===== src/include/sbr_pkg.sv =====
// Constants, codes and types of the single-wire status reporter.
// Assumes a 40 MHz core clock; all times are converted to cycles here.
package sbr_pkg;

  // Core clock rate
  localparam int unsigned CLK_MHZ = 40;

  // Times in ns, as specified
  localparam int unsigned T_BIT_LOW_NS = 10000;    // Low part of every bit
  localparam int unsigned T_ONE_HIGH_NS = 40000;   // Released part of a one
  localparam int unsigned T_ZERO_HIGH_NS = 10000;  // Released part of a zero
  localparam int unsigned T_SLOT1_NS = 40000;      // Arbitration slot, identity 1
  localparam int unsigned T_SLOT2_NS = 60000;      // Arbitration slot, identity 2
  localparam int unsigned T_SLOT3_NS = 80000;      // Arbitration slot, identity 3
  localparam int unsigned T_BUS_IDLE_NS = 80000;   // Least idle-high time before a try
  localparam int unsigned T_HOLDOFF_NS = 160000;   // Quiet time after each frame
  localparam int unsigned T_QUERY_NS = 160000;     // Host low pulse: status query
  localparam int unsigned T_CLEAR_NS = 320000;     // Host low pulse: latch clear

  // Least time to cycles, rounded up, never below one
  function automatic int unsigned ns2cyc(input int unsigned ns);
    int unsigned c;
    c = (ns * CLK_MHZ + 999) / 1000;
    return (c == 0) ? 1 : c;
  endfunction : ns2cyc

  localparam int unsigned BIT_LOW_CYC = ns2cyc(T_BIT_LOW_NS);
  localparam int unsigned ONE_HIGH_CYC = ns2cyc(T_ONE_HIGH_NS);
  localparam int unsigned ZERO_HIGH_CYC = ns2cyc(T_ZERO_HIGH_NS);
  localparam int unsigned SLOT1_CYC = ns2cyc(T_SLOT1_NS);
  localparam int unsigned SLOT2_CYC = ns2cyc(T_SLOT2_NS);
  localparam int unsigned SLOT3_CYC = ns2cyc(T_SLOT3_NS);
  localparam int unsigned BUS_IDLE_CYC = ns2cyc(T_BUS_IDLE_NS);
  localparam int unsigned HOLDOFF_CYC = ns2cyc(T_HOLDOFF_NS);
  localparam int unsigned QUERY_CYC = ns2cyc(T_QUERY_NS);
  localparam int unsigned CLEAR_CYC = ns2cyc(T_CLEAR_NS);
  // Cycles after release before the line is judged (pull-up rise time)
  localparam int unsigned SETTLE_CYC = 2;

  // Counter width covers the longest count
  localparam int unsigned CNT_W = 14;
  typedef logic [CNT_W-1:0] sbr_cnt_t;

  // Frame layout: seven status bits then parity
  localparam int unsigned WORD_BITS = 7;
  localparam logic [2:0] LAST_BIT = 3'h7;

  // System field codes, written bit0 bit1 bit2 from the left
  localparam logic [2:0] SYS_NONE = 3'h0;
  localparam logic [2:0] SYS_BUS_OV = 3'h1;
  localparam logic [2:0] SYS_UV100 = 3'h2;
  localparam logic [2:0] SYS_UV85 = 3'h3;
  localparam logic [2:0] SYS_UV70 = 3'h4;
  localparam logic [2:0] SYS_UV55 = 3'h5;
  localparam logic [2:0] SYS_EXT_HOT = 3'h6;
  localparam logic [2:0] SYS_LS_NRDY = 3'h7;
  // Device field codes, written bit3 bit4 from the left
  localparam logic [1:0] DEV_NONE = 2'h0;
  localparam logic [1:0] DEV_LS_WARN = 2'h1;
  localparam logic [1:0] DEV_LS_SHUTDOWN = 2'h2;
  localparam logic [1:0] DEV_HS_NRDY = 2'h3;

  // Address-select pin states and the identities they select
  localparam logic [1:0] ADDR_FLOAT = 2'h0;
  localparam logic [1:0] ADDR_LOW_SUPPLY = 2'h1;
  localparam logic [1:0] ADDR_SIG_RETURN = 2'h2;
  localparam logic [1:0] ID_ONE = 2'h1;
  localparam logic [1:0] ID_TWO = 2'h2;
  localparam logic [1:0] ID_THREE = 2'h3;

  // Live fault condition as the protection logic presents it
  typedef struct packed {
    logic [2:0] sys;  // System state code
    logic [1:0] dev;  // Device state code
    logic ls_oc;      // Low-side over-current
    logic hs_oc;      // High-side over-current
  } sbr_status_t;

  // Reporter states
  typedef enum logic [2:0] {
    ST_POWERUP = 3'b000,
    ST_HOLDOFF = 3'b001,
    ST_WAIT = 3'b010,
    ST_ARB = 3'b011,
    ST_CHECK = 3'b100,
    ST_BITHI = 3'b101,
    ST_BITLO = 3'b110
  } sbr_state_t;

  // Status to frame: word bit 0 in frame bit 0, odd parity in bit 7
  function automatic logic [7:0] build_frame(input sbr_status_t s);
    logic [6:0] w;
    w = {s.hs_oc, s.ls_oc, s.dev[0], s.dev[1], s.sys[0], s.sys[1], s.sys[2]};
    return {~(^w), w};
  endfunction : build_frame

  // Released-high length of a bit, less one for the down-counter
  function automatic sbr_cnt_t high_cyc(input logic b);
    return b ? sbr_cnt_t'(ONE_HIGH_CYC - 1) : sbr_cnt_t'(ZERO_HIGH_CYC - 1);
  endfunction : high_cyc

endpackage : sbr_pkg


===== src/hw/sbr_addr_strap.sv =====
// Identity strap capture for the status reporter.
// Assumes the address-select level is stable at reset release.
`timescale 1ns/1ps
module sbr_addr_strap (
  input wire logic i_clk,
  input wire logic i_rstn,
  input wire logic [1:0] i_addr_sel,
  output sbr_pkg::sbr_cnt_t o_slot_cyc,
  output logic [1:0] o_device_id
);
  import sbr_pkg::*;

  logic taken;          // Strap already caught
  logic next_taken;
  sbr_cnt_t next_slot;
  logic [1:0] next_id;

  // Catch the strap once, on the first edge after release
  always_comb begin
    next_taken = 1'b1;
    next_slot = o_slot_cyc;
    next_id = o_device_id;
    if (!taken) begin
      case (i_addr_sel)
        ADDR_LOW_SUPPLY: begin
          next_id = ID_ONE;
          next_slot = sbr_cnt_t'(SLOT1_CYC - 1);
        end
        ADDR_SIG_RETURN: begin
          next_id = ID_THREE;
          next_slot = sbr_cnt_t'(SLOT3_CYC - 1);
        end
        default: begin
          // Floating pin, and any undecodable level
          next_id = ID_TWO;
          next_slot = sbr_cnt_t'(SLOT2_CYC - 1);
        end
      endcase
    end
  end

  // Constant reset values only; the strap is caught after release
  always_ff @(posedge i_clk or negedge i_rstn) begin
    if (!i_rstn) begin
      taken <= 1'b0;
      o_slot_cyc <= sbr_cnt_t'(SLOT2_CYC - 1);
      o_device_id <= ID_TWO;
    end else begin
      taken <= next_taken;
      o_slot_cyc <= next_slot;
      o_device_id <= next_id;
    end
  end

endmodule : sbr_addr_strap


===== src/hw/sbr_low_meter.sv =====
// Measures host low pulses on the shared line and decodes commands.
// Assumes it is only enabled while this device leaves the line alone.
`timescale 1ns/1ps
module sbr_low_meter #(
  parameter int unsigned P_QUERY_CYC = sbr_pkg::QUERY_CYC,
  parameter int unsigned P_CLEAR_CYC = sbr_pkg::CLEAR_CYC
) (
  input wire logic i_clk,
  input wire logic i_rstn,
  input wire logic i_line,
  input wire logic i_enable,
  output logic o_query,
  output logic o_clear
);
  import sbr_pkg::*;

  sbr_cnt_t low_cnt;    // Cycles the line has been low
  sbr_cnt_t next_cnt;
  logic next_query;
  logic next_clear;

  // Decide on the rising edge, so a clear is never taken for a query
  always_comb begin
    next_cnt = low_cnt;
    next_query = 1'b0;
    next_clear = 1'b0;
    if (!i_enable) begin
      next_cnt = '0;
    end else if (!i_line) begin
      // Saturate at the clear length
      if (low_cnt < sbr_cnt_t'(P_CLEAR_CYC)) begin
        next_cnt = low_cnt + sbr_cnt_t'(1);
      end
    end else begin
      if (low_cnt >= sbr_cnt_t'(P_CLEAR_CYC)) begin
        next_clear = 1'b1;
      end else if (low_cnt >= sbr_cnt_t'(P_QUERY_CYC)) begin
        next_query = 1'b1;
      end
      next_cnt = '0;
    end
  end

  // Registered one-cycle command pulses
  always_ff @(posedge i_clk or negedge i_rstn) begin
    if (!i_rstn) begin
      low_cnt <= '0;
      o_query <= 1'b0;
      o_clear <= 1'b0;
    end else begin
      low_cnt <= next_cnt;
      o_query <= next_query;
      o_clear <= next_clear;
    end
  end

endmodule : sbr_low_meter


===== src/hw/sbr_status_reporter.sv =====
// Single-wire open-drain status reporter: arbitration, frame send, commands.
// Assumes i_line is the resolved line level, synchronous to i_clk.
//
// Functional notes
// - Frame is seven status bits plus parity
// - Parity makes total count of ones odd
// - Bit: released high 40/10 us, low 10 us
// - Bits 0-2 carry system state code
// - Bits 3-4 carry device warning/shutdown code
// - Bits 5,6 flag low/high-side over-current
// - All-zero word reports ready and query answer; code sends live status for both
// - Clearing of faults is reported too
// - Identity and slot from address-select strap
// - On change, snapshot status and start update
// - Start only after 80 us bus idle
// - Drive low for slot, release, check high
// - Line still low means lost; retry
// - Stay off bus 160 us after frame
// - Each update once; skip shutdown clearing
// - Only pull low or release the line
// - Host 160 us low asks for status
// - Host 320 us low clears, back to power-up
`timescale 1ns/1ps
module sbr_status_reporter #(
  parameter int unsigned P_HOLDOFF_CYC = sbr_pkg::HOLDOFF_CYC,
  parameter int unsigned P_QUERY_CYC = sbr_pkg::QUERY_CYC,
  parameter int unsigned P_CLEAR_CYC = sbr_pkg::CLEAR_CYC
) (
  input wire logic i_clk,
  input wire logic i_rstn,
  input wire logic i_line,
  output logic o_line_o,
  output logic o_line_oe_n,
  input wire logic [1:0] i_addr_sel,
  input wire sbr_pkg::sbr_status_t i_status,
  input wire logic i_powerup_ok,
  output logic o_mission,
  output logic o_clear_pulse,
  output logic o_busy,
  output logic [7:0] o_last_frame,
  output logic [1:0] o_device_id
);
  import sbr_pkg::*;

  // Strap and command decode
  sbr_cnt_t slot_cyc;   // Own arbitration slot, less one
  logic query_seen;     // Host status query pulse
  logic clear_seen;     // Host latch clear pulse
  logic listen;         // Line is ours to measure

  // Reporter state
  sbr_state_t state;
  sbr_state_t next_state;
  sbr_cnt_t cnt;        // Down-counter of the current interval
  sbr_cnt_t next_cnt;
  logic [2:0] bit_idx;  // Frame bit on the line
  logic [2:0] next_bit_idx;
  logic [7:0] tx_frame; // Transmit register
  logic [7:0] next_tx_frame;
  logic pending;        // A frame waits to be sent
  logic next_pending;
  logic late;           // Change seen while a frame was on the line
  logic next_late;
  sbr_status_t snap;    // Status last seen, for change detection
  sbr_status_t next_snap;
  logic next_mission;
  logic next_clear_pulse;
  logic next_oe_n;
  logic [7:0] next_last_frame;

  // Line watch
  sbr_cnt_t idle_cnt;   // Cycles the line has been high, saturating
  sbr_cnt_t next_idle_cnt;

  // Events
  logic changed;
  logic reportable;
  logic sending;
  logic event_now;

  // Identity strap
  sbr_addr_strap u_strap (
    .i_clk(i_clk),
    .i_rstn(i_rstn),
    .i_addr_sel(i_addr_sel),
    .o_slot_cyc(slot_cyc),
    .o_device_id(o_device_id)
  );

  // Host pulse measurement
  sbr_low_meter #(
    .P_QUERY_CYC(P_QUERY_CYC),
    .P_CLEAR_CYC(P_CLEAR_CYC)
  ) u_meter (
    .i_clk(i_clk),
    .i_rstn(i_rstn),
    .i_line(i_line),
    .i_enable(listen),
    .o_query(query_seen),
    .o_clear(clear_seen)
  );

  // Our own low drive must not be read as a host command
  assign listen = (state == ST_POWERUP) || (state == ST_HOLDOFF) || (state == ST_WAIT);
  assign sending = (state == ST_ARB) || (state == ST_CHECK) || (state == ST_BITHI)
                   || (state == ST_BITLO);

  // Any difference counts, set or clear, except a shutdown going away
  assign changed = (i_status != snap);
  assign reportable = changed && !((snap.dev == DEV_LS_SHUTDOWN) && (i_status.dev == DEV_NONE)
                      && (i_status.sys == snap.sys) && (i_status.ls_oc == snap.ls_oc)
                      && (i_status.hs_oc == snap.hs_oc));

  // Change, query answer or power-up ready word
  assign event_now = (o_mission && (reportable || query_seen))
                     || ((state == ST_POWERUP) && i_powerup_ok);

  // Only ever pull low: the data pin is tied low, the enable does the work
  assign o_line_o = 1'b0;
  assign o_busy = sending;

  // Idle-high measurement of the shared line
  always_comb begin
    next_idle_cnt = idle_cnt;
    if (!i_line) begin
      next_idle_cnt = '0;
    end else if (idle_cnt < sbr_cnt_t'(BUS_IDLE_CYC)) begin
      next_idle_cnt = idle_cnt + sbr_cnt_t'(1);
    end
  end

  always_ff @(posedge i_clk or negedge i_rstn) begin
    if (!i_rstn) begin
      idle_cnt <= '0;
    end else begin
      idle_cnt <= next_idle_cnt;
    end
  end

  // Reporter next-state logic
  always_comb begin
    next_state = state;
    next_cnt = cnt;
    next_bit_idx = bit_idx;
    next_tx_frame = tx_frame;
    next_pending = pending;
    next_late = late;
    next_snap = i_status;
    next_mission = o_mission;
    next_clear_pulse = 1'b0;
    next_last_frame = o_last_frame;
    // Snapshot only when the frame on the line cannot be disturbed
    if (event_now) begin
      if (sending) begin
        next_late = 1'b1;
      end else begin
        next_tx_frame = build_frame(i_status);
        next_pending = 1'b1;
      end
    end
    case (state)
      ST_POWERUP: begin
        // Ready word is queued by event_now in this same cycle
        if (i_powerup_ok) begin
          next_mission = 1'b1;
          next_state = ST_WAIT;
        end
      end
      ST_HOLDOFF: begin
        // Leave room for the other drivers and the host
        if (cnt == '0) begin
          next_state = ST_WAIT;
        end else begin
          next_cnt = cnt - sbr_cnt_t'(1);
        end
      end
      ST_WAIT: begin
        if (pending && (idle_cnt >= sbr_cnt_t'(BUS_IDLE_CYC))) begin
          next_state = ST_ARB;
          next_cnt = slot_cyc;
        end
      end
      ST_ARB: begin
        // Holding the line low for our slot
        if (cnt == '0) begin
          next_state = ST_CHECK;
          next_cnt = sbr_cnt_t'(SETTLE_CYC - 1);
        end else begin
          next_cnt = cnt - sbr_cnt_t'(1);
        end
      end
      ST_CHECK: begin
        // Judged after a short settle so the pull-up can lift the line
        if (cnt != '0) begin
          next_cnt = cnt - sbr_cnt_t'(1);
        end else if (i_line) begin
          next_state = ST_BITHI;
          next_pending = 1'b0;
          next_bit_idx = '0;
          next_cnt = high_cyc(tx_frame[0]);
        end else begin
          next_state = ST_WAIT;
        end
      end
      ST_BITHI: begin
        if (cnt == '0) begin
          next_state = ST_BITLO;
          next_cnt = sbr_cnt_t'(BIT_LOW_CYC - 1);
        end else begin
          next_cnt = cnt - sbr_cnt_t'(1);
        end
      end
      ST_BITLO: begin
        if (cnt != '0) begin
          next_cnt = cnt - sbr_cnt_t'(1);
        end else if (bit_idx == LAST_BIT) begin
          // Parity was last; the frame is complete
          next_state = ST_HOLDOFF;
          next_cnt = sbr_cnt_t'(P_HOLDOFF_CYC - 1);
          next_last_frame = tx_frame;
          if (late || event_now) begin
            next_tx_frame = build_frame(i_status);
            next_pending = 1'b1;
            next_late = 1'b0;
          end
        end else begin
          next_state = ST_BITHI;
          next_bit_idx = bit_idx + 3'h1;
          next_cnt = high_cyc(tx_frame[bit_idx + 3'h1]);
        end
      end
      default: begin
        next_state = ST_POWERUP;
      end
    endcase
    // Host clear overrides all: drop queued work, back to power-up
    if (clear_seen) begin
      next_state = ST_POWERUP;
      next_mission = 1'b0;
      next_pending = 1'b0;
      next_late = 1'b0;
      next_clear_pulse = 1'b1;
    end
    next_oe_n = !((next_state == ST_ARB) || (next_state == ST_BITLO));
  end

  // Reporter registers
  always_ff @(posedge i_clk or negedge i_rstn) begin
    if (!i_rstn) begin
      state <= ST_POWERUP;
      cnt <= '0;
      bit_idx <= '0;
      tx_frame <= '0;
      pending <= 1'b0;
      late <= 1'b0;
      snap <= '0;
      o_mission <= 1'b0;
      o_clear_pulse <= 1'b0;
      o_line_oe_n <= 1'b1;
      o_last_frame <= '0;
    end else begin
      state <= next_state;
      cnt <= next_cnt;
      bit_idx <= next_bit_idx;
      tx_frame <= next_tx_frame;
      pending <= next_pending;
      late <= next_late;
      snap <= next_snap;
      o_mission <= next_mission;
      o_clear_pulse <= next_clear_pulse;
      o_line_oe_n <= next_oe_n;
      o_last_frame <= next_last_frame;
    end
  end

  // Checks
  a_parity_odd: assert property (@(posedge i_clk) disable iff (!i_rstn)
    (state == ST_BITHI) |-> (^tx_frame) == 1'b1)
    else $error("frame parity not odd");
  a_drive_only_low: assert property (@(posedge i_clk) disable iff (!i_rstn)
    !o_line_oe_n |-> (o_line_o == 1'b0) && ((state == ST_ARB) || (state == ST_BITLO)))
    else $error("line driven outside arbitration or bit low");
  a_low_length: assert property (@(posedge i_clk) disable iff (!i_rstn)
    (state == ST_BITHI) ##1 (state == ST_BITLO) |-> cnt == sbr_cnt_t'(BIT_LOW_CYC - 1))
    else $error("bit low interval wrong");
  a_high_length: assert property (@(posedge i_clk) disable iff (!i_rstn)
    (state != ST_BITHI) ##1 (state == ST_BITHI) |-> cnt == high_cyc(tx_frame[bit_idx]))
    else $error("bit high interval wrong");
  a_idle_before_try: assert property (@(posedge i_clk) disable iff (!i_rstn)
    (state == ST_WAIT) ##1 (state == ST_ARB) |-> $past(idle_cnt) >= sbr_cnt_t'(BUS_IDLE_CYC))
    else $error("arbitration without idle bus");
  a_slot_length: assert property (@(posedge i_clk) disable iff (!i_rstn)
    (state == ST_WAIT) ##1 (state == ST_ARB) |-> (cnt == slot_cyc) && !o_line_oe_n)
    else $error("slot length or drive wrong");
  a_lost_retry: assert property (@(posedge i_clk) disable iff (!i_rstn)
    (state == ST_CHECK) && (cnt == '0) && !i_line && !clear_seen |=> (state == ST_WAIT))
    else $error("lost arbitration not retried");
  a_holdoff_length: assert property (@(posedge i_clk) disable iff (!i_rstn)
    (state == ST_BITLO) ##1 (state == ST_HOLDOFF) |-> cnt == sbr_cnt_t'(P_HOLDOFF_CYC - 1))
    else $error("holdoff length wrong");
  a_frame_frozen: assert property (@(posedge i_clk) disable iff (!i_rstn)
    (state == ST_BITHI) ##1 (state == ST_BITHI || state == ST_BITLO) |-> $stable(tx_frame))
    else $error("frame changed while sending");
  a_clear_return: assert property (@(posedge i_clk) disable iff (!i_rstn)
    clear_seen |=> (state == ST_POWERUP) && !o_mission && o_clear_pulse)
    else $error("clear command not obeyed");

endmodule : sbr_status_reporter


===== config.mk =====
export PLATFORM = sky130hd
export DESIGN_NAME = sbr_status_reporter
export DESIGN_NICKNAME = d
export VERILOG_FILES = /design/src/include/sbr_pkg.sv /design/src/hw/sbr_addr_strap.sv /design/src/hw/sbr_low_meter.sv /design/src/hw/sbr_status_reporter.sv
export SDC_FILE = /design/constraint.sdc
export NUM_CORES = 1
export LEC_CHECK = 0
export ABC_AREA = 1
export BUFFER_PORTS_ARGS = -buffer_cell sky130_fd_sc_hd__buf_2
export CAP_MARGIN = 10
export CORE_MARGIN = 1.5
export CORE_UTILIZATION = 40
export DETAILED_ROUTE_END_ITERATION = 10
export HOLD_SLACK_MARGIN = 0.1
export PLACE_DENSITY_LB_ADDON = 0.2
export SYNTH_ARGS = -nofsm -noshare
export SYNTH_HDL_FRONTEND = slang
export SYNTH_SLANG_ARGS = --single-unit

===== constraint.sdc =====
create_clock -name i_clk -period 2.27 [get_ports i_clk]
set_clock_uncertainty 0.05 [all_clocks]
set_input_delay 0.227 -clock i_clk [delete_from_list [all_inputs] [get_ports i_clk]]
set_output_delay 0.227 -clock i_clk [all_outputs]
set_load 0.01 [all_outputs]

; ---- After elaboration in Yosys (flattened, before gate mapping)
; Index checks and enable logic that the tools add are counted.
[word_totals]
ff_bits = 95
output_inout_bits = 15
[classes]
n_addsub = 4
magnitude_cmp = 6
eq_ne = 25
mux = 69
bitwise_logic = 2
reduce_logical = 32
[ops]
columns = cell, count
row1 = 2-to-1 mux 14 bit, 12
row2 = case mux 14 bit (6 select lines), 1
row3 = 2-to-1 mux 8 bit, 6
row4 = 2-to-1 mux 3 bit, 14
row5 = adder 14 x 1 -> 14 bit (second input constant), 2
row6 = 2-to-1 mux 1 bit, 27
row7 = case mux 12 bit (2 select lines), 1
row8 = 2-to-1 mux 11 bit, 2
row9 = case mux 3 bit (7 select lines), 1
row10 = == test 3 bit (second input constant), 5
row11 = >= comparator 14 x 12 -> 1 bit (second input constant), 1
row12 = >= comparator 14 x 13 -> 1 bit (second input constant), 1
row13 = >= comparator 14 bit (second input constant), 1
row14 = zero test 14 bit, 1
row15 = less-than comparator 14 x 12 -> 1 bit (second input constant), 1
row16 = less-than comparator 14 bit (second input constant), 1
row17 = nonzero test 14 bit, 1
row18 = subtractor 14 x 1 -> 14 bit (second input constant), 1
row19 = 2-to-1 mux 13 bit, 1
row20 = inequality test 2 bit (second input constant), 5
row21 = == test 3 x 2 -> 1 bit (second input constant), 3
row22 = logical OR 1 bit, 9
row23 = logical AND 1 bit, 8
row24 = inequality test 7 bit, 1
row25 = 25 further kinds, 32

; ---- Depth between registers and ports, before layout
; Gate-level depths: netlist (run 1).
[depth]
ltp_word = 16
depth_mapped = 14
ltp_nobuf = 13

; ---- By module
; Synthesis (run 1) repeated with hierarchy kept, for this count alone.
[unflattened]
cells_unflattened = 736
area_unflattened_um2 = 5338.9
[by_module_without_submodules]
columns = mod, instances, cells_each, area_per_inst_um2, seq_area_each_um2
row1 = sbr_status_reporter, 1, 571, 4071.4, 1552.7
row2 = sbr_low_meter, 1, 132, 969.7, 400.4
row3 = sbr_addr_strap, 1, 33, 297.8, 127.6

; ---- Worst setup path before layout (run 1)
; Ideal clock, no wire load.
[synth_path]
path_kind = register to register
from = register cnt[0]
to = register cnt[2]
t_arrival_ps = 1546
t_required_ps = 2103
setup_slack_ps = 557
path_stages_with_launch = 12
n_path_buf = 2
synth_period_minus_slack_ps = 1713
cell_sequence = dfrtp_1 -> inv_1 -> ha_1 -> nand2_2 -> nor2_4 -> buf_6 -> nand3_1 -> nand2_1 -> nor2_2 -> buf_6 -> o21ai_1 -> inv_1
[synth_via]
elab_chain_len = 3
elab_cells_between_ends = 12
cone_classes = add/sub (1) / eq/ne (2) / mux (6) / reduce/logical (3)
[synth_lines]
columns = item, line
row1 = "start, declared", sbr_status_reporter.sv:54  ; sbr_cnt_t cnt;
row2 = "start signal, assigned", sbr_status_reporter.sv:263  ; cnt <= next_cnt;
row3 = "subtractor 14 x 1 -> 14 bit, or another cell as far along", n/a
row4 = "2-to-1 mux 14 bit, or another cell as far along", sbr_status_reporter.sv:214  ; if (cnt != '0) begin
row5 = case mux 14 bit (6 select lines) or AND reduction 4 bit (tied branches), n/a
; Parallel ways exist; a longest one is shown, timed or not. The select of a mux whose other input is x is not followed.
; A chain may end at the register's enable or synchronous reset.

; ---- Worst setup path in the final report (run 1)
[layout_path]
from = register cnt[0]
to = register cnt[10]
; Same word-level chain as after synthesis.

==> results.sh, run 1 <==
export IMPL_rr_worst_depth=12
export IMPL_cts_resized=0
export IMPL_synth_top_area_share_pct=41.8
export IMPL_crit_family="simple AND/OR/NAND/NOR gates"
export IMPL_drc=0
export IMPL_wl_um=10700
export IMPL_wl_per_cell_um=12.9
export IMPL_worstReg2RegStart="cnt[0]$_DFFE_PN0P_"
export IMPL_drv_cap=0
export IMPL_path_clk_slew_ps=60
export IMPL_drive_gt1_share_pct=12.3
export IMPL_p_sw_w=0.00113
export IMPL_gp_congestion=0.902
export IMPL_die_width_um=112
export IMPL_cts_sinks=83
export IMPL_max_stage_delay_ps=370
export IMPL_worstSetupEndpointType="register"
export IMPL_cts_buffers=9
export IMPL_place_area_um2=5080
export IMPL_clockBufferDepth=2
export IMPL_synth_async_sr_flop_share_pct=100
export IMPL_reg2reg_slack_ps=230
export IMPL_worstHoldStart="i_addr_sel[0]"
export IMPL_cts_root_buf="clkbuf_16"
export IMPL_yosysTopAreaCell="dfrtp_1"
export IMPL_p_per_area_nw_per_um2=725
export IMPL_max_freq_ghz=0.491
export IMPL_dp_hpwl_um=7760
export IMPL_drt_iter0_markers=239
export IMPL_port_buffers=26
export IMPL_ir_drop_mv=0.525
export IMPL_rsz0062_at_grt="no"
export IMPL_p_leak_nw=2.76
export IMPL_hold_viol=0
export IMPL_synth_edf_count=0
export IMPL_post_synth_cell_area_avg_um2=7.49
export IMPL_cp_cell_sequence="inv_1 > ha_1 > nand2_2 > nor2_4 > buf_4 > nand3_1 > nand2_1 > nor2_2 > buf_4 > nand2_1 > nand2_1 > a21oi_1"
export IMPL_crit_type="reg -> reg"
export IMPL_synth_cell_types=44
export IMPL_critPathLaunch="cnt[0]$_DFFE_PN0P_"
export IMPL_clk_latency_ps=340
export IMPL_pwr_share_seq_pct=44.2
export IMPL_hold_class="in -> reg"
export IMPL_yosys_top_cells_area="dfrtp_1 (42%), nand2_1 (12%), inv_1 (6.8%), nor2_1 (5.6%), nand3_1 (5.4%)"
export IMPL_grt_max_degree=43
export IMPL_antenna_found_initial=0
export IMPL_dr_pass1_iters=8
export IMPL_status="finished, final reports clean"
export IMPL_grt_pass1_wl_um=18500
export IMPL_p_int_w=0.00284
export IMPL_finalCritPeriodShare_pct=89.8
export IMPL_synth_cells=639
export IMPL_area_growth_syn_to_layout_pct=14.3
export IMPL_fin_nets=701
export IMPL_dieHeight_um=112
export IMPL_crit_buf_inv=3
export IMPL_start_kind="register"
export IMPL_start_util_pct=41.4
export IMPL_min_period_ps=2040
export IMPL_row_count=39
export IMPL_final_area_um2=5470
export IMPL_nFillCells=1136
export IMPL_crit_slowest_cell="dfrtp_1"
export IMPL_critPathMaxFanout=13
export IMPL_synth_seq_area_share_pct=43.5
export IMPL_slew_headroom_pct=62.2
export IMPL_required_ps=2480
export IMPL_via_per_inst=5.01
export IMPL_p_comb_share_pct=16.2
export IMPL_r2r_end="cnt[10]$_DFFE_PN0P_"
export IMPL_grt_pass1_vias=3992
export IMPL_min_path_cells=3
export IMPL_die_area_um2=12600
export IMPL_core_area_um2=11600
export IMPL_holdPathEnd="u_strap.o_slot_cyc[6]$_DFFE_PN1N_"
export IMPL_crit_top_cell="nand2_1"
export IMPL_slew_viol_final=0
export IMPL_synth_area_um2=4790
export IMPL_h_tree_depth=3
export IMPL_track_usage_pct=18.1
export IMPL_yosysWarnings=0
export IMPL_cts_tree="done"
export IMPL_syn_nets=661
export IMPL_ys_ff_latch=83
export IMPL_diodes=0
export IMPL_worstPathArrival_ps=2250
export IMPL_clkPwrFrac_pct=39.6
export IMPL_vias=4147
export IMPL_worstMarginPinSlew_ps=567
export IMPL_ios=28
export IMPL_grt_overflow=0
export IMPL_setup_viol=0
export IMPL_yosys_most_used_dff="dfrtp_1"
export IMPL_p_sw_share_pct=28.6
export IMPL_ant_nets=0
export IMPL_setup_tns_ps=0
worst max-delay path by stage:
stage                     depth (start not counted)  slack (ps)             endpoint
after floorplan                                  11         560   cnt[2]$_DFFE_PN0P_
after global routing                             12          80  cnt[12]$_DFFE_PN0P_
final                                            12         230  cnt[10]$_DFFE_PN0P_
after global placement                           12         310  cnt[12]$_DFFE_PN0P_
after CTS                                        12         230  cnt[10]$_DFFE_PN0P_
after detailed placement                         12         250  cnt[10]$_DFFE_PN0P_
logic make-up after synthesis:
group	synth area share (%)
XOR/XNOR	3.11
other	0.157
AO/OA/AOI/OAI	10.1
flip-flops	43.5
adder cells (fa/ha/maj)	2.35
buffers and inverters	9.04
AND/OR/NAND/NOR	31.7
layout make-up:
cell class | count | area, µm² | share of cell area, %
Multi-Input combinational cell | 451 | 2270 | 41.6
Sequential cell | 83 | 2080 | 38.0
Inverter | 95 | 359 | 6.56
Timing Repair Buffer | 39 | 263 | 4.80
Clock buffer | 10 | 229 | 4.18
Tap cell | 143 | 179 | 3.27
Clock inverter | 6 | 88.8 | 1.62
Yosys cell counts, types with 3 or more instances:
master   count
xor2_1       6
nor3_1      12
dfrtp_1     80
dfstp_2      3
nand2_2      5
nand4_1     11
inv_1       87
buf_6        3
inv_2        5
nand4_2      3
buf_4        3
nor2_1      72
ha_1         9
xnor2_1     11
nand2_1    159
nor2_2       6
nand3_1     52
o21ai_0     41
a21oi_1     31
worst min-delay path: stages:
cell and delay, ps:
buf_2 90, ha_1 140, o21ai_0 80
metal layers:
| layer | vias to the layer above | share of wire [%] | track usage [%] |
|---|---|---|---|
| met1 | 1931 | 48 | 24.3 |
| li1 | 2117 | - | - |
| met2 | 83 | 46 | 29.5 |
| met3 | 16 | 3.8 | 3.40 |
| met5 | - | 0 | 0 |
| met4 | 0 | 1.7 | 6.41 |
power groups by stage:
stage | Combinational, W | Sequential, W | Clock [W]
2_1_floorplan | 0.000483 | 0.00175 | 0
3_3_place_gp | 0.000630 | 0.00178 | 0
3_5_place_dp | 0.000632 | 0.00178 | 0
4_1_cts | 0.000648 | 0.00175 | 0.00162
5_1_grt | 0.000743 | 0.00178 | 0.00167
6_report | 0.000643 | 0.00175 | 0.00157
timing repair:
action / 4_1_cts / 5_1_grt
setup buffers: 0 / 0
endpoints found under the hold margin: 47 / 0
endpoints found under the setup margin: 0 / 0
hold buffers: 8 / 0
cell usage in the layout (no fill, tap or decap), types with 2 or more instances in the layout:
master	synthesis	layout
buf_2	2	25
a21oi_1	31	31
xor2_1	6	6
xnor2_1	11	11
dlygate4sd3_1	0	8
conb_1	2	2
nor3_2	2	2
nor3_1	12	12
bufinv_16	0	2
a211oi_1	2	2
clkbuf_16	0	9
clkinv_1	2	2
nor2_2	6	6
nand4_2	3	3
nand3_1	52	52
nor2_1	72	72
dfstp_2	3	3
a31oi_1	2	2
o21ai_2	2	2
o21a_1	2	2
nand2_4	2	2
clkinvlp_4	0	2
inv_2	5	5
nand2_2	5	5
nor4_1	2	2
ha_1	9	9
o21ai_0	41	41
nor2_4	2	2
nand3_2	2	2
nand4_1	11	11
nand2_1	159	159
o21bai_1	2	2
o21ai_1	2	2
buf_4	3	5
dfrtp_1	80	80
inv_1	87	87
state kept, by name, indices dropped and copies added (netlist names):
signal	flops
o_clear_pulse	1
u_strap.o_device_id	1
late	1
u_strap.taken	1
bit_idx	3
o_line_oe_n	1
snap	7
u_meter.o_clear	1
idle_cnt	14
pending	1
o_last_frame	8
u_meter.low_cnt	14
cnt	14
u_meter.o_query	1
tx_frame	8
u_strap.o_slot_cyc	3
state	3
o_mission	1
stage by stage:
| step | total power (W) | instances | hold slack [ps] | worst slack [ps] | utilization [%] |
|---|---|---|---|---|---|
| CTS | 0.00402 | 827 | 161 | 229 | 47.3 |
| finish | 0.00397 | 827 | 161 | 232 | 47.3 |
| detailed placement | 0.00241 | 803 | 217 | 254 | 43.9 |
| floorplan | 0.00223 | 639 | -119 | 557 | - |
| global placement | 0.00241 | 803 | 218 | 313 | 43.9 |
| global route | 0.00419 | 827 | 194 | 79.5 | 47.3 |
No activity file was read; power rests on OpenSTA's default activity.
==> inputs of run 2 (changes only) <==
- CTS_BUF_LIST: not set -> sky130_fd_sc_hd__clkbuf_16
- PLACE_DENSITY: not set -> 0.67
- PLACE_DENSITY_LB_ADDON: 0.2 -> not set
==> run 2 against run 1 <==
The run now ends with design-rule violations left. Global-route usage up 0.64 points. Non-clock buffer count is the same. Clock-buffer cell count is 1 lower. Total power down 1.3%. Core utilization is 0.21 points lower. Setup slack got worse by 37 ps. Sequential power about the same. Register-to-register slack worse by 40 ps. Critical path depth unchanged. Cell area down 0.43%. Critical path type unchanged. Critical endpoint unchanged. Highest routed layer unchanged.
==> results.sh, run 2 (same netlist as run 1, synthesis figures left out) <==
export IMPL_p_sw_share_pct=28.1
export IMPL_p_comb_share_pct=16.3
export IMPL_dr_pass1_iters=7
export IMPL_ios=28
export IMPL_hold_viol=0
export IMPL_r2r_end="cnt[10]$_DFFE_PN0P_"
export IMPL_violations="design-rule violations"
export IMPL_core_area_um2=11600
export IMPL_final_cell_mix="nand2_1 (159), inv_1 (87), dfrtp_1 (80)"
export IMPL_dieHeight_um=112
export IMPL_dp_hpwl_um=7930
export IMPL_row_count=39
export IMPL_rr_worst_depth=12
export IMPL_grt_overflow=0
export IMPL_top_regs="cnt x14, idle_cnt x14, u_meter.low_cnt x14"
export IMPL_slew_viol_final=0
export IMPL_p_total_w=0.00392
export IMPL_max_freq_ghz=0.482
export IMPL_hold_class="in -> reg"
export IMPL_required_ps=2470
export IMPL_crit_cells=12
export IMPL_wl_um=10700
export IMPL_critPathLaunch="cnt[0]$_DFFE_PN0P_"
export IMPL_p_int_w=0.00282
export IMPL_fin_cells=826
export IMPL_cp_endpoint="cnt[10]$_DFFE_PN0P_"
export IMPL_drv_cap=0
export IMPL_clockBufferDepth=2
export IMPL_via_per_inst=5.05
export IMPL_dp_cells=803
export IMPL_path_clk_slew_ps=60
export IMPL_track_usage_pct=18.8
export IMPL_min_period_ps=2080
export IMPL_worstReg2RegStart="cnt[0]$_DFFE_PN0P_"
export IMPL_antenna_found_initial=0
export IMPL_worstPathArrival_ps=2280
export IMPL_drt_iter0_markers=333
export IMPL_drc=3
export IMPL_pwr_share_seq_pct=44.8
export IMPL_crit_buf_inv=3
export IMPL_cts_root_buf="clkbuf_16"
export IMPL_start_util_pct=41.4
export IMPL_clkPwrFrac_pct=38.9
export IMPL_max_stage_delay_ps=380
export IMPL_drive_gt1_share_pct=12.2
export IMPL_p_per_area_nw_per_um2=719
export IMPL_critPathMaxFanout=13
export IMPL_fin_nets=701
export IMPL_cts_buffers=9
export IMPL_diodes=0
export IMPL_clk_latency_ps=340
export IMPL_finalCritPeriodShare_pct=91.4
export IMPL_cts_tree="done"
export IMPL_rsz0062_at_grt="no"
export IMPL_reg2reg_slack_ps=190
export IMPL_setup_viol=0
export IMPL_p_sw_w=0.00110
export IMPL_ant_nets=0
export IMPL_wl_per_cell_um=13.0
export IMPL_worstSetupEndpointType="register"
export IMPL_start_kind="register"
export IMPL_die_area_um2=12600
export IMPL_status="complete, but fails checks"
export IMPL_nFillCells=1156
export IMPL_die_width_um=112
export IMPL_setup_tns_ps=0
export IMPL_h_tree_depth=3
export IMPL_cts_sinks=83
export IMPL_vias=4168
export IMPL_crit_family="simple AND/OR/NAND/NOR gates"
export IMPL_grt_max_degree=44
export IMPL_area_growth_syn_to_layout_pct=13.8
export IMPL_gp_congestion=0.943
export IMPL_slew_headroom_pct=62.5
export IMPL_grt_pass1_wl_um=19100
export IMPL_grt_pass1_vias=4066
export IMPL_cts_post_setup_buffers_inserted=0
export IMPL_worstMarginPinSlew_ps=562
export IMPL_port_buffers=26
export IMPL_crit_slowest_cell="dfrtp_1"
export IMPL_layout_commonest_cell="nand2_1"
export IMPL_cp_cell_sequence="inv_1 > ha_1 > nand2_2 > nor2_4 > buf_4 > nand3_1 > nand2_1 > nor2_2 > buf_4 > nand2_1 > nand2_1 > a21oi_1"
export IMPL_crit_type="reg -> reg"
export IMPL_ir_drop_mv=0.413
export IMPL_p_leak_nw=2.76
export IMPL_crit_top_cell="nand2_1"
==> run 2: cell types whose count changed in the layout (fill, tap and decap cells not counted) <==
cell,previous run,this run
inv_6,1,0
clkinv_2,1,2
clkbuf_1,1,0
buf_4,5,6
clkinv_1,2,3
clkinvlp_4,2,1
buf_12,1,0
==> run 2: worst min path at each step <==
stage / cells after the start / slack, ps / from / end
global placement: 1 / 200 / i_rstn / o_last_frame[3]$_DFFE_PN0P_
detailed placement: 1 / 200 / i_rstn / o_last_frame[3]$_DFFE_PN0P_
floorplan: 0 / -120 / i_rstn / bit_idx[0]$_DFFE_PN0P_
global route: 3 / 200 / i_addr_sel[0] / u_strap.o_slot_cyc[6]$_DFFE_PN1N_
CTS: 3 / 150 / i_addr_sel[0] / u_strap.o_slot_cyc[6]$_DFFE_PN1N_
finish: 3 / 150 / i_addr_sel[0] / u_strap.o_slot_cyc[6]$_DFFE_PN1N_
==> run 2: metal layers <==
| metal | routed length, µm | GRT usage (%) | up-vias |
|---|---|---|---|
| li1 | - | - | 2108 |
| met1 | 5110 | 25.4 | 1952 |
| met2 | 5030 | 30.6 | 96 |
| met3 | 492 | 4.10 | 12 |
| met4 | 110 | 5.06 | 0 |
| met5 | 0 | 0 | - |
==> run 2: cell type report <==
cell class,count,area (µm²),area share (%)
multi-input combinational,451,2270,41.7
clock buffer,9,225,4.13
sequential,83,2080,38.2
clock inverter,6,81.3,1.49
inverter,95,359,6.59
timing repair buffer,39,250,4.59
tap,143,179,3.28
==> run 2: timing repair <==
action / in CTS / in global routing
hold buffers: 8 / 0
setup endpoints to repair: 0 / 0
hold endpoints to repair: 46 / 0
resized for setup: 0 / 0
==> run 2: power by group through the flow <==
| stage | Clock [W] | Sequential (W) | Combinational, W |
|---|---|---|---|
| 2_1_floorplan | 0 | 0.00175 | 0.000483 |
| 3_3_place_gp | 0 | 0.00177 | 0.000627 |
| 3_5_place_dp | 0 | 0.00178 | 0.000625 |
| 4_1_cts | 0.00156 | 0.00176 | 0.000639 |
| 5_1_grt | 0.00163 | 0.00177 | 0.000739 |
| 6_report | 0.00152 | 0.00176 | 0.000639 |
==> run 2: through the flow <==
step / setup slack, ps / hold WS [ps] / util [%] / instance area (µm²)
global route: 49.3 / 198 / 47.1 / 5450
finish: 195 / 149 / 47.1 / 5450
global placement: 294 / 200 / 43.8 / 5060
CTS: 217 / 147 / 47.1 / 5450
detailed placement: 238 / 204 / 43.8 / 5060
floorplan: 557 / -119 / - / 4790
==> run 2: worst reg2reg max path: cells and delay by family, from the launching register on <==
family,cells,cell delay [ps]
adders and majority gates,1,240
AOI/OAI and AO/OA,1,160
and+or+nand+nor,7,640
DFF,1,380
buffers and inverters,3,510
==> inputs of run 3 (changes only) <==
- CAP_MARGIN: 10 -> not set
- CORE_UTILIZATION: 40 -> 45
- PLACE_DENSITY: 0.67 -> 0.73
- SYNTH_HIERARCHICAL: not set -> 1
==> run 3 against run 2 <==
The flow now finishes without violations. First-iteration DRC count decreased by 8.1%. Clock-buffer cell count is the same. Wire length increased by 7.3%. Fmax grew 4.9%. Sequential share of layout area shrank 2.9 points. Via count increased by 9.4%. Setup slack better by 97 ps. Combinational power up 46%. Synthesized area is 11% higher. Largest cell class unchanged.
==> results.sh, run 3 <==
export IMPL_cts_post_setup_buffers_inserted=0
export IMPL_crit_slowest_cell="dfrtp_1"
export IMPL_crit_buf_inv=3
export IMPL_hold_viol=0
export IMPL_gp_congestion=0.922
export IMPL_yosys_top_cells_area="dfrtp_1 (37%), nand2_1 (16%), inv_1 (6.3%), nand3_1 (5.3%), nor2_1 (4.6%)"
export IMPL_worstPathArrival_ps=1700
export IMPL_grt_pass1_wl_um=20200
export IMPL_p_comb_share_pct=22.6
export IMPL_die_width_um=112
export IMPL_synth_area_um2=5340
export IMPL_synth_cells=736
export IMPL_path_clk_slew_ps=70
export IMPL_status="finished, final reports clean"
export IMPL_drv_cap=0
export IMPL_start_util_pct=46.4
export IMPL_max_stage_delay_ps=620
export IMPL_dr_pass1_iters=5
export IMPL_antenna_found_initial=0
export IMPL_ios=28
export IMPL_synth_cell_types=46
export IMPL_grt_max_degree=47
export IMPL_hold_class="in -> reg"
export IMPL_core_area_um2=11500
export IMPL_row_count=39
export IMPL_synthTopCellsByCount="nand2_1 (229), inv_1 (90), dfrtp_1 (80)"
export IMPL_synth_top_area_share_pct=37.5
export IMPL_fin_nets=793
export IMPL_cts_resized=0
export IMPL_h_tree_depth=3
export IMPL_min_period_ps=1980
export IMPL_ys_ff_latch=83
export IMPL_p_leak_nw=3.09
export IMPL_grt_overflow=0
export IMPL_clk_latency_ps=340
export IMPL_layout_commonest_cell="nand2_1"
export IMPL_area_growth_syn_to_layout_pct=10.5
export IMPL_wl_per_cell_um=12.6
export IMPL_drt_iter0_markers=306
export IMPL_p_per_area_nw_per_um2=703
export IMPL_clkPwrFrac_pct=33.3
export IMPL_crit_type="reg -> out"
export IMPL_synth_seq_area_share_pct=39.0
export IMPL_ir_drop_mv=0.370
export IMPL_worstMarginPinSlew_ps=566
export IMPL_dp_hpwl_um=8450
export IMPL_p_int_w=0.00274
export IMPL_setup_tns_ps=0
export IMPL_slew_viol_final=0
export IMPL_yosys_most_used_dff="dfrtp_1"
export IMPL_finalCritPeriodShare_pct=87.1
export IMPL_required_ps=1990
export IMPL_vias=4561
export IMPL_max_freq_ghz=0.506
export IMPL_final_cell_mix="nand2_1 (229), inv_1 (90), dfrtp_1 (80)"
export IMPL_cts_root_buf="clkbuf_16"
export IMPL_worstSetupEndpointType="primary output"
export IMPL_yosysTopAreaCell="dfrtp_1"
export IMPL_start_kind="register"
export IMPL_die_area_um2=12500
export IMPL_synth_edf_count=0
export IMPL_hold_buffers=8
export IMPL_p_total_w=0.00415
export IMPL_p_sw_share_pct=33.9
export IMPL_clockBufferDepth=2
export IMPL_cp_cell_sequence="nand3_2 > o21ai_1 > nor2_1 > buf_4 > inv_1 > buf_2"
export IMPL_via_per_inst=4.97
export IMPL_critPathLaunch="state[2]$_DFF_PN0_"
export IMPL_p_sw_w=0.00140
export IMPL_yosysWarnings=6
export IMPL_cts_tree="done"
export IMPL_port_buffers=26
export IMPL_ant_nets=0
export IMPL_wl_um=11500
export IMPL_pwr_share_seq_pct=44.1
export IMPL_drc=0
export IMPL_cts_sinks=83
export IMPL_hold_ws_ps=148
export IMPL_critPathMaxFanout=9
export IMPL_diodes=0
export IMPL_crit_family="flip-flops"
export IMPL_slew_headroom_pct=61.9
export IMPL_setup_viol=0
export IMPL_drive_gt1_share_pct=15.4
export IMPL_worstReg2RegStart="bit_idx[0]$_DFFE_PN0P_"
export IMPL_top_regs="cnt x14, idle_cnt x14, u_meter/low_cnt x14"
export IMPL_track_usage_pct=19.7
export IMPL_grt_pass1_vias=4445
export IMPL_synth_async_sr_flop_share_pct=100
export IMPL_worstHoldStart="i_addr_sel[0]"
export IMPL_synth_most_common_cell="nand2_1"
export IMPL_rsz0062_at_grt="no"
export IMPL_cts_buffers=9
export IMPL_post_synth_cell_area_avg_um2=7.25
export IMPL_dieHeight_um=112
## run 3: cell families after synthesis
kind of cell               share of synthesized area, %
DFF                                                39.0
buffers and inverters                              10.6
AOI/OAI and AO/OA                                  8.11
xor gates and xnor gates                           1.97
and+or+nand+nor                                    37.8
other                                             0.211
adders and majority gates                          2.34
## run 3: cell type report
cell class	instances	area (µm²)
flip-flops and latches	83	2080
repair buffers	37	248
fillers	1139	5620
well taps	143	179
multi-input cells	534	2720
clock inverters	7	51.3
clock buffers	9	225
inverters	105	397
## run 3: per-layer routing
metal / part of all wire (%) / vias up / track usage [%] / routed length [µm]
met5: 0 / - / 0 / 0
met4: 1.4 / 0 / 5.56 / 167
met3: 4.1 / 17 / 3.27 / 474
met2: 48 / 92 / 34.4 / 5560
met1: 46 / 2095 / 25.4 / 5330
li1: - / 2357 / - / -
## run 3: power groups by stage
| stage | sequential, W | clock (W) | combinational [W] |
|---|---|---|---|
| floorplan | 0.00181 | 0 | 0.000752 |
| global placement | 0.00185 | 0 | 0.000918 |
| detailed placement | 0.00185 | 0 | 0.000920 |
| CTS | 0.00183 | 0.00141 | 0.000938 |
| global route | 0.00186 | 0.00149 | 0.00109 |
| finish | 0.00183 | 0.00138 | 0.000936 |
## run 3: tightest hold or removal path, stage by stage
cell and delay (ps):
buf_2 90, ha_1 130, o21ai_0 80
## run 3: worst paths after layout
check | to | slack (ps) | cells past startpoint
setup / recovery | o_busy | 290 | 6
hold / removal | u_strap/o_slot_cyc[6]$_DFFE_PN1N_ | 150 | 3
setup reg to reg | cnt[11]$_DFFE_PN0P_ | 370 | 10
hold reg to reg | idle_cnt[12]$_DFFE_PN0P_ | 420 | 2
max in group asynchronous | u_strap/o_slot_cyc[6]$_DFFE_PN1N_ | 1150 | 3
min in group asynchronous | u_meter/low_cnt[0]$_DFFE_PN0P_ | 350 | 2
## run 3: stage by stage
| stage | area (µm²) | util [%] | std cells | worst slack, ps |
|---|---|---|---|---|
| after floorplan | 5370 | - | 743 | 580 |
| after global placement | 5540 | 48.1 | 894 | 372 |
| after detailed placement | 5540 | 48.1 | 894 | 392 |
| after CTS | 5900 | 51.2 | 918 | 291 |
| after global routing | 5900 | 51.2 | 918 | 139 |
| final | 5900 | 51.2 | 918 | 292 |
